<file path="src/rtl/csf_pkg.sv">
// Package with register map, field positions and reset values of the codec status bank
package csf_pkg;
    localparam logic [7:0] CSF_ADDR_BUS_COND  = 8'h22;
    localparam logic [7:0] CSF_ADDR_RSVD_A    = 8'h23;
    localparam logic [7:0] CSF_ADDR_ADC_FLAGS = 8'h24;
    localparam logic [7:0] CSF_ADDR_PWR_STAT  = 8'h25;
    localparam logic [7:0] CSF_ADDR_DAC_GAIN  = 8'h26;
    localparam logic [7:0] CSF_ADDR_OVFL      = 8'h27;
    localparam logic [7:0] CSF_ADDR_RSVD_B_LO = 8'h28;
    localparam logic [7:0] CSF_ADDR_RSVD_B_HI = 8'h2b;
    localparam logic [7:0] CSF_ADDR_PLAY_EVT  = 8'h2c;

    // Field positions
    localparam int CSF_BIT_GEN_CALL     = 5;
    localparam int CSF_BIT_ADC_GAIN_OK  = 7;
    localparam int CSF_BIT_ADC_PWR      = 6;
    localparam int CSF_BIT_AGC_SAT      = 5;
    localparam int CSF_BIT_LDAC_PWR     = 7;
    localparam int CSF_BIT_LHP_PWR      = 5;
    localparam int CSF_BIT_SPK_PWR      = 4;
    localparam int CSF_BIT_RDAC_PWR     = 3;
    localparam int CSF_BIT_RHP_PWR      = 1;
    localparam int CSF_BIT_LDAC_GAIN_OK = 4;
    localparam int CSF_BIT_RDAC_GAIN_OK = 0;
    localparam int CSF_BIT_LDAC_OVFL    = 7;
    localparam int CSF_BIT_RDAC_OVFL    = 6;
    localparam int CSF_BIT_DAC_SHF_OVFL = 5;
    localparam int CSF_BIT_ADC_OVFL     = 3;
    localparam int CSF_BIT_ADC_SHF_OVFL = 1;
    localparam int CSF_BIT_SHORT        = 7;
    localparam int CSF_BIT_BUTTON       = 5;
    localparam int CSF_BIT_HEADSET      = 4;
    localparam int CSF_BIT_LDRC         = 3;
    localparam int CSF_BIT_RDRC         = 2;

    // Number of sticky flags in the overflow and playback event registers
    localparam int CSF_N_OVFL  = 5;
    localparam int CSF_N_EVT   = 5;

    // Reset values
    localparam logic [7:0] CSF_RST_BUS_COND = 8'h00;
    localparam logic [7:0] CSF_RST_ZERO     = 8'h00;
    // Undefined reset value resolved to zero
    localparam logic       CSF_RST_UNDEF    = 1'b0;
endpackage

</file>
<file path="src/rtl/csf_regbank.sv">
// Codec control and status register bank with sticky flags and live status
//
// Decided for this implementation: strobed register access.
`timescale 1ns/1ps
`default_nettype none

module csf_regbank
    import csf_pkg::*;
(
    input  wire logic       CORE_CLK_I,
    input  wire logic       RST_I,
    input  wire logic [7:0] ADDR_I,
    input  wire logic [7:0] WDATA_I,
    input  wire logic       WR_I,
    input  wire logic       RD_I,
    output logic      [7:0] RDATA_O,
    output logic            GEN_CALL_EN_O,
    input  wire logic       ADC_GAIN_OK_I,
    input  wire logic       ADC_PWR_I,
    input  wire logic       LDAC_PWR_I,
    input  wire logic       RDAC_PWR_I,
    input  wire logic       LEFT_HEADPHONE_DRIVER_PWR_I,
    input  wire logic       RIGHT_HEADPHONE_DRIVER_PWR_I,
    input  wire logic       SPK_PWR_I,
    input  wire logic       LDAC_GAIN_OK_I,
    input  wire logic       RDAC_GAIN_OK_I,
    input  wire logic       AGC_SAT_I,
    input  wire logic       LDAC_OVFL_I,
    input  wire logic       RDAC_OVFL_I,
    input  wire logic       DAC_SHIFT_OVFL_I,
    input  wire logic       ADC_OVFL_I,
    input  wire logic       ADC_SHIFT_OVFL_I,
    input  wire logic       SHORT_DET_I,
    input  wire logic       BUTTON_DET_I,
    input  wire logic       HEADSET_DET_I,
    input  wire logic       LEFT_DYNAMIC_RANGE_COMPRESSOR_OVER_I,
    input  wire logic       RIGHT_DYNAMIC_RANGE_COMPRESSOR_OVER_I
);
    // Live status levels come from analog/other domains
    localparam int N_LIVE = 9;
    localparam int N_SRC  = 1 + CSF_N_OVFL + CSF_N_EVT;

    logic [N_LIVE-1:0] live_raw;
    logic [N_LIVE-1:0] live_s;
    logic [N_SRC-1:0]  src_raw;
    logic [N_SRC-1:0]  src_s;
    logic [N_SRC-1:0]  src_d_ff;
    logic [N_SRC-1:0]  src_rise;
    logic              gen_call_ff;
    logic [7:0]        rdata_ff;
    logic [7:0]        nxt_rdata;
    logic              rd_adc;
    logic              rd_ovfl;
    logic              rd_evt;
    logic              agc_flag;
    logic [CSF_N_OVFL-1:0] ovfl_flag;
    logic [CSF_N_EVT-1:0]  evt_flag;

    function automatic logic hit(input logic [7:0] a, input logic [7:0] r);
        hit = (a == r);
    endfunction

    assign live_raw = {ADC_GAIN_OK_I, ADC_PWR_I, LDAC_PWR_I, RDAC_PWR_I,
                       LEFT_HEADPHONE_DRIVER_PWR_I, RIGHT_HEADPHONE_DRIVER_PWR_I,
                       SPK_PWR_I, LDAC_GAIN_OK_I, RDAC_GAIN_OK_I};

    assign src_raw = {AGC_SAT_I,
                      LDAC_OVFL_I, RDAC_OVFL_I, DAC_SHIFT_OVFL_I, ADC_OVFL_I, ADC_SHIFT_OVFL_I,
                      SHORT_DET_I, BUTTON_DET_I, HEADSET_DET_I,
                      LEFT_DYNAMIC_RANGE_COMPRESSOR_OVER_I, RIGHT_DYNAMIC_RANGE_COMPRESSOR_OVER_I};

    csf_sync2 #(.W(N_LIVE)) u_sync_live (
        .clk_i (CORE_CLK_I),
        .rst_i (RST_I),
        .d_i   (live_raw),
        .q_o   (live_s)
    );

    csf_sync2 #(.W(N_SRC)) u_sync_src (
        .clk_i (CORE_CLK_I),
        .rst_i (RST_I),
        .d_i   (src_raw),
        .q_o   (src_s)
    );

    // Edge detect so a level still high after a read does not re-set the flag
    always_ff @(posedge CORE_CLK_I or posedge RST_I) begin
        if (RST_I) begin
            src_d_ff <= '0;
        end else begin
            src_d_ff <= src_s;
        end
    end

    assign src_rise = src_s & ~src_d_ff;

    assign rd_adc  = RD_I && hit(ADDR_I, CSF_ADDR_ADC_FLAGS);
    assign rd_ovfl = RD_I && hit(ADDR_I, CSF_ADDR_OVFL);
    assign rd_evt  = RD_I && hit(ADDR_I, CSF_ADDR_PLAY_EVT);

    csf_sticky #(.W(1)) u_agc (
        .clk_i  (CORE_CLK_I),
        .rst_i  (RST_I),
        .set_i  (src_rise[N_SRC-1]),
        .clr_i  (rd_adc),
        .flag_o (agc_flag)
    );

    csf_sticky #(.W(CSF_N_OVFL)) u_ovfl (
        .clk_i  (CORE_CLK_I),
        .rst_i  (RST_I),
        .set_i  (src_rise[CSF_N_EVT +: CSF_N_OVFL]),
        .clr_i  (rd_ovfl),
        .flag_o (ovfl_flag)
    );

    csf_sticky #(.W(CSF_N_EVT)) u_evt (
        .clk_i  (CORE_CLK_I),
        .rst_i  (RST_I),
        .set_i  (src_rise[CSF_N_EVT-1:0]),
        .clr_i  (rd_evt),
        .flag_o (evt_flag)
    );

    // Control register; reserved bits are not stored and read back zero
    always_ff @(posedge CORE_CLK_I or posedge RST_I) begin
        if (RST_I) begin
            gen_call_ff <= CSF_RST_BUS_COND[CSF_BIT_GEN_CALL];
        end else if (WR_I && hit(ADDR_I, CSF_ADDR_BUS_COND)) begin
            gen_call_ff <= WDATA_I[CSF_BIT_GEN_CALL];
        end
    end

    // Read mux; writes to status or reserved registers are dropped
    always_comb begin
        nxt_rdata = CSF_RST_ZERO;
        case (ADDR_I)
            CSF_ADDR_BUS_COND: begin
                nxt_rdata[CSF_BIT_GEN_CALL] = gen_call_ff;
            end
            CSF_ADDR_ADC_FLAGS: begin
                nxt_rdata[CSF_BIT_ADC_GAIN_OK] = live_s[8];
                nxt_rdata[CSF_BIT_ADC_PWR]     = live_s[7];
                nxt_rdata[CSF_BIT_AGC_SAT]     = agc_flag;
            end
            CSF_ADDR_PWR_STAT: begin
                nxt_rdata[CSF_BIT_LDAC_PWR] = live_s[6];
                nxt_rdata[CSF_BIT_RDAC_PWR] = live_s[5];
                nxt_rdata[CSF_BIT_LHP_PWR]  = live_s[4];
                nxt_rdata[CSF_BIT_RHP_PWR]  = live_s[3];
                nxt_rdata[CSF_BIT_SPK_PWR]  = live_s[2];
            end
            CSF_ADDR_DAC_GAIN: begin
                nxt_rdata[CSF_BIT_LDAC_GAIN_OK] = live_s[1];
                nxt_rdata[CSF_BIT_RDAC_GAIN_OK] = live_s[0];
            end
            CSF_ADDR_OVFL: begin
                nxt_rdata[CSF_BIT_LDAC_OVFL]    = ovfl_flag[4];
                nxt_rdata[CSF_BIT_RDAC_OVFL]    = ovfl_flag[3];
                nxt_rdata[CSF_BIT_DAC_SHF_OVFL] = ovfl_flag[2];
                nxt_rdata[CSF_BIT_ADC_OVFL]     = ovfl_flag[1];
                nxt_rdata[CSF_BIT_ADC_SHF_OVFL] = ovfl_flag[0];
            end
            CSF_ADDR_PLAY_EVT: begin
                nxt_rdata[CSF_BIT_SHORT]   = evt_flag[4];
                nxt_rdata[CSF_BIT_BUTTON]  = evt_flag[3];
                nxt_rdata[CSF_BIT_HEADSET] = evt_flag[2];
                nxt_rdata[CSF_BIT_LDRC]    = evt_flag[1];
                nxt_rdata[CSF_BIT_RDRC]    = evt_flag[0];
            end
            default: begin
                nxt_rdata = CSF_RST_ZERO;
            end
        endcase
    end

    // Read data valid only in the cycle after the strobe
    always_ff @(posedge CORE_CLK_I or posedge RST_I) begin
        if (RST_I) begin
            rdata_ff <= CSF_RST_ZERO;
        end else if (RD_I) begin
            rdata_ff <= nxt_rdata;
        end else begin
            rdata_ff <= CSF_RST_ZERO;
        end
    end

    assign RDATA_O       = rdata_ff;
    assign GEN_CALL_EN_O = gen_call_ff;
endmodule
`default_nettype wire

</file>
<file path="src/rtl/csf_sticky.sv">
// Vector of sticky flags, set by event, cleared by a read; set wins
`timescale 1ns/1ps
`default_nettype none
module csf_sticky #(
    parameter int W = 4
) (
    input  wire logic         clk_i,
    input  wire logic         rst_i,
    input  wire logic [W-1:0] set_i,
    input  wire logic         clr_i,
    output logic      [W-1:0] flag_o
);
    logic [W-1:0] flag_ff;

    generate
        for (genvar g = 0; g < W; g++) begin : g_flag
            always_ff @(posedge clk_i or posedge rst_i) begin
                if (rst_i) begin
                    flag_ff[g] <= 1'b0;
                end else if (set_i[g]) begin
                    flag_ff[g] <= 1'b1;
                end else if (clr_i) begin
                    flag_ff[g] <= 1'b0;
                end
            end
        end
    endgenerate

    assign flag_o = flag_ff;
endmodule
`default_nettype wire

</file>
<file path="src/rtl/csf_sync2.sv">
// Two-flop synchroniser vector for live status and event source inputs
`timescale 1ns/1ps
`default_nettype none
module csf_sync2 #(
    parameter int W = 8
) (
    input  wire logic         clk_i,
    input  wire logic         rst_i,
    input  wire logic [W-1:0] d_i,
    output logic      [W-1:0] q_o
);
    logic [W-1:0] meta_ff;
    logic [W-1:0] sync_ff;

    always_ff @(posedge clk_i or posedge rst_i) begin
        if (rst_i) begin
            meta_ff <= '0;
            sync_ff <= '0;
        end else begin
            meta_ff <= d_i;
            sync_ff <= meta_ff;
        end
    end

    assign q_o = sync_ff;
endmodule
`default_nettype wire

</file>
<file path="config.mk">
export PLATFORM = sky130hd
export DESIGN_NAME = csf_regbank
export DESIGN_NICKNAME = d
export VERILOG_FILES = /design/src/rtl/csf_pkg.sv /design/src/rtl/csf_regbank.sv /design/src/rtl/csf_sticky.sv /design/src/rtl/csf_sync2.sv
export SDC_FILE = /design/constraint.sdc
export NUM_CORES = 1
export LEC_CHECK = 0
export BUFFER_PORTS_ARGS = -buffer_cell sky130_fd_sc_hd__clkbuf_2
export CORE_UTILIZATION = 30
export DETAILED_ROUTE_END_ITERATION = 10
export SLEW_MARGIN = 20
export SYNTH_ARGS = -nofsm -noshare
export SYNTH_HDL_FRONTEND = slang
export SYNTH_SLANG_ARGS = --single-unit
</file>
<file path="constraint.sdc">
create_clock -name CORE_CLK_I -period 6 [get_ports CORE_CLK_I]
set_input_delay 0.3 -clock CORE_CLK_I [delete_from_list [all_inputs] [get_ports CORE_CLK_I]]
set_output_delay 0.3 -clock CORE_CLK_I [all_outputs]
set_load 0.01 [all_outputs]
</file>
; After elaboration in Yosys (flattened, before gate mapping)
; Cells that the tools add are included.
[op_classes]
eq_ne = 6
muxes = 23
bitwise_logic = 2
reduce_logical = 15
[op_table]
columns = op, count
row1 = $eq A8 B6 Y1 const B, 6
row2 = $reduce_bool A2 Y1, 11
row3 = $mux W1, 16
row4 = $and A11 B11 Y11, 1
row5 = $not A11 Y11, 1
row6 = $mux W8, 1
row7 = $pmux W1 S3, 2
row8 = $pmux W1 S5, 1
row9 = $logic_and A1 B1 Y1, 4
row10 = $pmux W1 S2, 2
row11 = $pmux W1 S4, 1
[word_totals]
ff_bits = 71
word_cells = 64

; Logic depth before layout (Yosys ltp)
[depth]
ltp_word = 4
ltp_mapped = 4

; Hierarchy
; A second synthesis with hierarchy kept.
[unflattened]
hier_cells = 149
area_unflattened_um2 = 2307.2
[modules_own_cells]
columns = mod, n_inst, cells_each, area_per_inst_um2
row1 = csf_regbank, 1, 79, 918.4
row2 = csf_sync2 at u_sync_src, 1, 23, 554.3
row3 = csf_sync2 at u_sync_live, 1, 19, 454.2
row4 = csf_sticky at u_evt ..., 2, 12, 170.2
row5 = csf_sticky at u_agc, 1, 4, 40.0

; Worst setup path before layout
; Ideal clock, no wire load.
[synth_path]
kind = input to register
startpoint = input ADDR_I[4]
endpoint = register u_ovfl.flag_ff[0] (netlist: u_ovfl.flag_o[0])
setup_ps = 121
arrival_time_ps = 1154
required_time_ps = 5879
path_slack_ps = 4725
cell_stages = 3
n_path_buf = 0
cell_sequence = nor4b_4 -> nand4_1 -> a22o_2
[synth_between]
elab_chain_cells = 3
[synth_lines]
columns = element, line_no
row1 = start: declaration, csf_regbank.sv:12  ; input wire logic [7:0] ADDR_I,
row2 = $eq A8 B6 Y1, csf_regbank.sv:60  ; hit = (a == r);
row3 = $logic_and A1 B1 Y1, csf_regbank.sv:98  ; assign rd_ovfl = RD_I && hit(ADDR_I, CSF_ADDR_OVFL);
row4 = $reduce_bool A2 Y1 (no source line), --
row5 = end signal: indexed assignment, csf_sticky.sv:19  ; flag_ff[g] <= 1'b0;
row6 = end signal: indexed assignment, csf_sticky.sv:21  ; flag_ff[g] <= 1'b1;
row7 = end signal: indexed assignment, csf_sticky.sv:23  ; flag_ff[g] <= 1'b0;
row8 = end: declaration, csf_sticky.sv:13  ; logic [W-1:0] flag_ff;
; No other way between the ends.
; A chain may end at the register's enable or synchronous reset.

; Final worst setup path
[layout_path]
startpoint = input ADDR_I[4]
endpoint = register u_ovfl.flag_ff[1] (netlist: u_ovfl.flag_o[1])
; Same word-level chain as after synthesis.

==> summary.md <==
| Metric | Value |
|---|---|
| Run status | finished, final reports clean |
| Synthesized flop and latch total | roughly 70 |
| Via density per instance | 4.06 |
| FF-to-FF path depth | 3 |
| Fillers | between 600 and 700 |
| HP Start | RDAC_OVFL_I |
| Arr. time, crit path | about 1.5 ns |
| Final Wtd Congestion | between 0.7 and 0.8 |
| Post-CTS setup buffer count | 0 |
| Max-slew violation count | 0 |
| Max cap viols | 0 |
| Worst hold slack | between 0.07 and 0.08 ns |
| Final setup fails | 0 |
| Routed vias | 1185 |
| Final period utilization | 0.215 |
| Gr usage total | 0.107 |
| Setup Total Neg Slack | 0 ns |
| Worst Setup Slack, final | ~4.7 ns |
| Die area | roughly 7900 sq um |
| Residual DRC | 0 |
| Layout Nets | 230 |
| Worst-Skew Late Latency | between 0.3 and 0.4 ns |
| Share of cells above drive strength 1 | 0.347 |
| Crit path launch | ADDR_I[4] |
| Pwr dens | between 300 and 400 nW/um^2 |
| Drt wl/cell | 11.6 microns |
| Post-synthesis sequential area ratio | 0.789 |
| Die Height | slightly below 90 microns |
| Drt total wl | 3390 microns |
| HPWL Detailed | between 2000 and 2500 microns |
| Port bufs | 41 |
| CP max FO | 7 |
| Reg2reg setup slack | ~5.0 ns |
| Final min period | approximately 1.3 ns |
| Lkg Pwr | around 1.3 nW |
| TritonRoute pass-1 iters | 4 |
| Worst hold stages | 1 |
| Critical path class | input pin to flip-flop |
| Final Hold Fails | 0 |
| Post-CTS Hold Buffers | 0 |
| Most common cell after layout, fill and taps aside | dfrtp_1 |
| Worst r2r src | u_ovfl.flag_o[2] |
| Core area | between 7000 and 8000 sq um |
| Largest cells by area after synthesis | dfrtp_1 (79%), inv_1 (2.3%), a22o_1 (2.3%) |
| Worst R2R End | RDATA_O[5] |
| F_max | just under 0.8 GHz |
| I/O pin cnt | about 50 |
| Largest net degree at the start of global routing | between 70 and 80 |
| H-tree depth reported by CTS | 3 |
| Warnings from Yosys | 0 |
| Worst Max-Slew Pin Slew | 0.841 ns |
| RSZ-0062 raised after global routing | no |
| Placed inst area | between 2000 and 3000 sq um |
| Final Core Density | 0.380 |
| Slew Limit Headroom | 0.439 |
| Post-synth top area share | 0.789 |
| Antenna violations before repair | 0 |
| Yosys top cell by area | dfrtp_1 |
| Initial core utilization | 0.310 |
| Commonest non-fill, non-tap cells in the layout | dfrtp_1 (71), clkbuf_2 (41), inv_1 (13), clkbuf_8 (13), a22o_1 (6) |
| Post-route antenna net violation count | 0 |
| Startpoint Class | input pin |
| Longest Clk Path Bufs | 2 |
| Site Rows | 31 |
| Crit. End Element | flip-flop |
| Clock sink count | slightly above 70 |
| Global-route wire length before repair | between 5000 and 6000 microns |
| Die Width | ~89 microns |
| Root buf cell | clkbuf_8 |
| Syn_area_per_cell | between 15 and 20 sq um |
| Syn Nets | 180 |
| WHS Endpoint | u_sync_src.meta_ff[8] |
| Setup slack at placement | between 4 and 5 ns |
| Clk_skew | between 0.004 and 0.005 ns |
| CTS tree | built |
| Worst IR Drop VDD | between 0.0001 and 0.00015 V |
| Antenna cells | 0 |
| Cell count after synthesis | 140 |
| CTS Buf Count | 9 |
| Post-synth cell types | 25 |
| Initial drt markers | 89 |
| Hold Path Class | input pin to flip-flop |
| Worst EP required | 6.21 ns |
| Vias in the first global route | about 1200 |
| Clk slew on worst S/H paths | around 0.06 ns |
| Final instance area | 2750 sq um |
| Total gr overflow | 0 |
| Post-CTS Resized | 0 |
| Synth Cell Area | 2250 sq um |
| Layout area overhead | 22.3% |
-- state kept, by name, summed over array words and instances, names as in the netlist --
name and count:
u_sync_src.meta_ff 11, u_evt.flag_o 5, u_sync_src.q_o 11, RDATA_O 8
src_d_ff 11, u_sync_live.q_o 9, u_sync_live.meta_ff 9, u_ovfl.flag_o 5
GEN_CALL_EN_O 1, u_agc.flag_o 1
-- synthesized netlist by cell type, drive strengths merged --
cell	n
mux2	3
buf	3
and3b	1
inv	14
nand2	3
o21ai	1
mux2i	2
nor2	3
a22o	11
nand4	4
or3	1
nor4b	2
a32oi	1
nor2b	1
nand3b	4
a21oi	5
nor3b	2
nand3	5
and4b	1
a21o	2
dfrtp	71
-- critical path, cell delays in order --
cell	delay, ns
clkbuf_2	0.10
nor4b_4	0.46
nand4_1	0.34
a22o_2	0.30
-- how the worst max path moves through the flow --
stage | endpoint | slack (ns) | cells past startpoint
6_report | u_ovfl.flag_o[1] | 4.71 | 4
5_1_grt | u_ovfl.flag_o[3] | 4.62 | 4
4_1_cts | u_ovfl.flag_o[3] | 4.69 | 4
3_5_place_dp | u_ovfl.flag_o[3] | 4.35 | 4
3_3_place_gp | u_ovfl.flag_o[0] | 4.36 | 4
2_1_floorplan | GEN_CALL_EN_O | 3.90 | 1
-- report_power, final --
group          internal, mW  leakage (nW)  switching (mW)
Combinational        0.0144         0.433          0.0209
Sequential            0.497         0.816         0.00571
Clock                 0.191        0.0946           0.147
Total                 0.703          1.34           0.174
-- cell type report --
type	instances	area (sq um)	area share
sequential	71	1780	0.645
multi-input combinational	52	404	0.147
timing repair buffer	42	213	0.0773
clock buffer	14	183	0.0664
tap	99	124	0.0450
inverter	14	52.6	0.0191
-- metal layers --
layer  vias up  track usage  part of all wire
li1        574            -                 -
met1       557        0.148              0.47
met2        47        0.143              0.43
met3         7       0.0466             0.081
met4         0       0.0572             0.019
met5         -            0                 0
-- cells by family (layout without fill, tap and decap cells) --
| group | after synthesis | after routing | share of synthesized area |
|---|---|---|---|
| buf+inv | 17 | 70 | 0.0311 |
| mux | 5 | 5 | 0.0239 |
| flops | 71 | 71 | 0.789 |
| simple gates | 27 | 27 | 0.0862 |
| compound gates | 20 | 20 | 0.0695 |
-- per-stage QoR --
stage / power [mW] / cells
after global routing: 0.925 / 292
after detailed placement: 0.548 / 278
after CTS: 0.892 / 292
final: 0.876 / 292
after floorplan: 0.530 / 140
after global placement: 0.547 / 278
(Power assumes the default switching activity.)
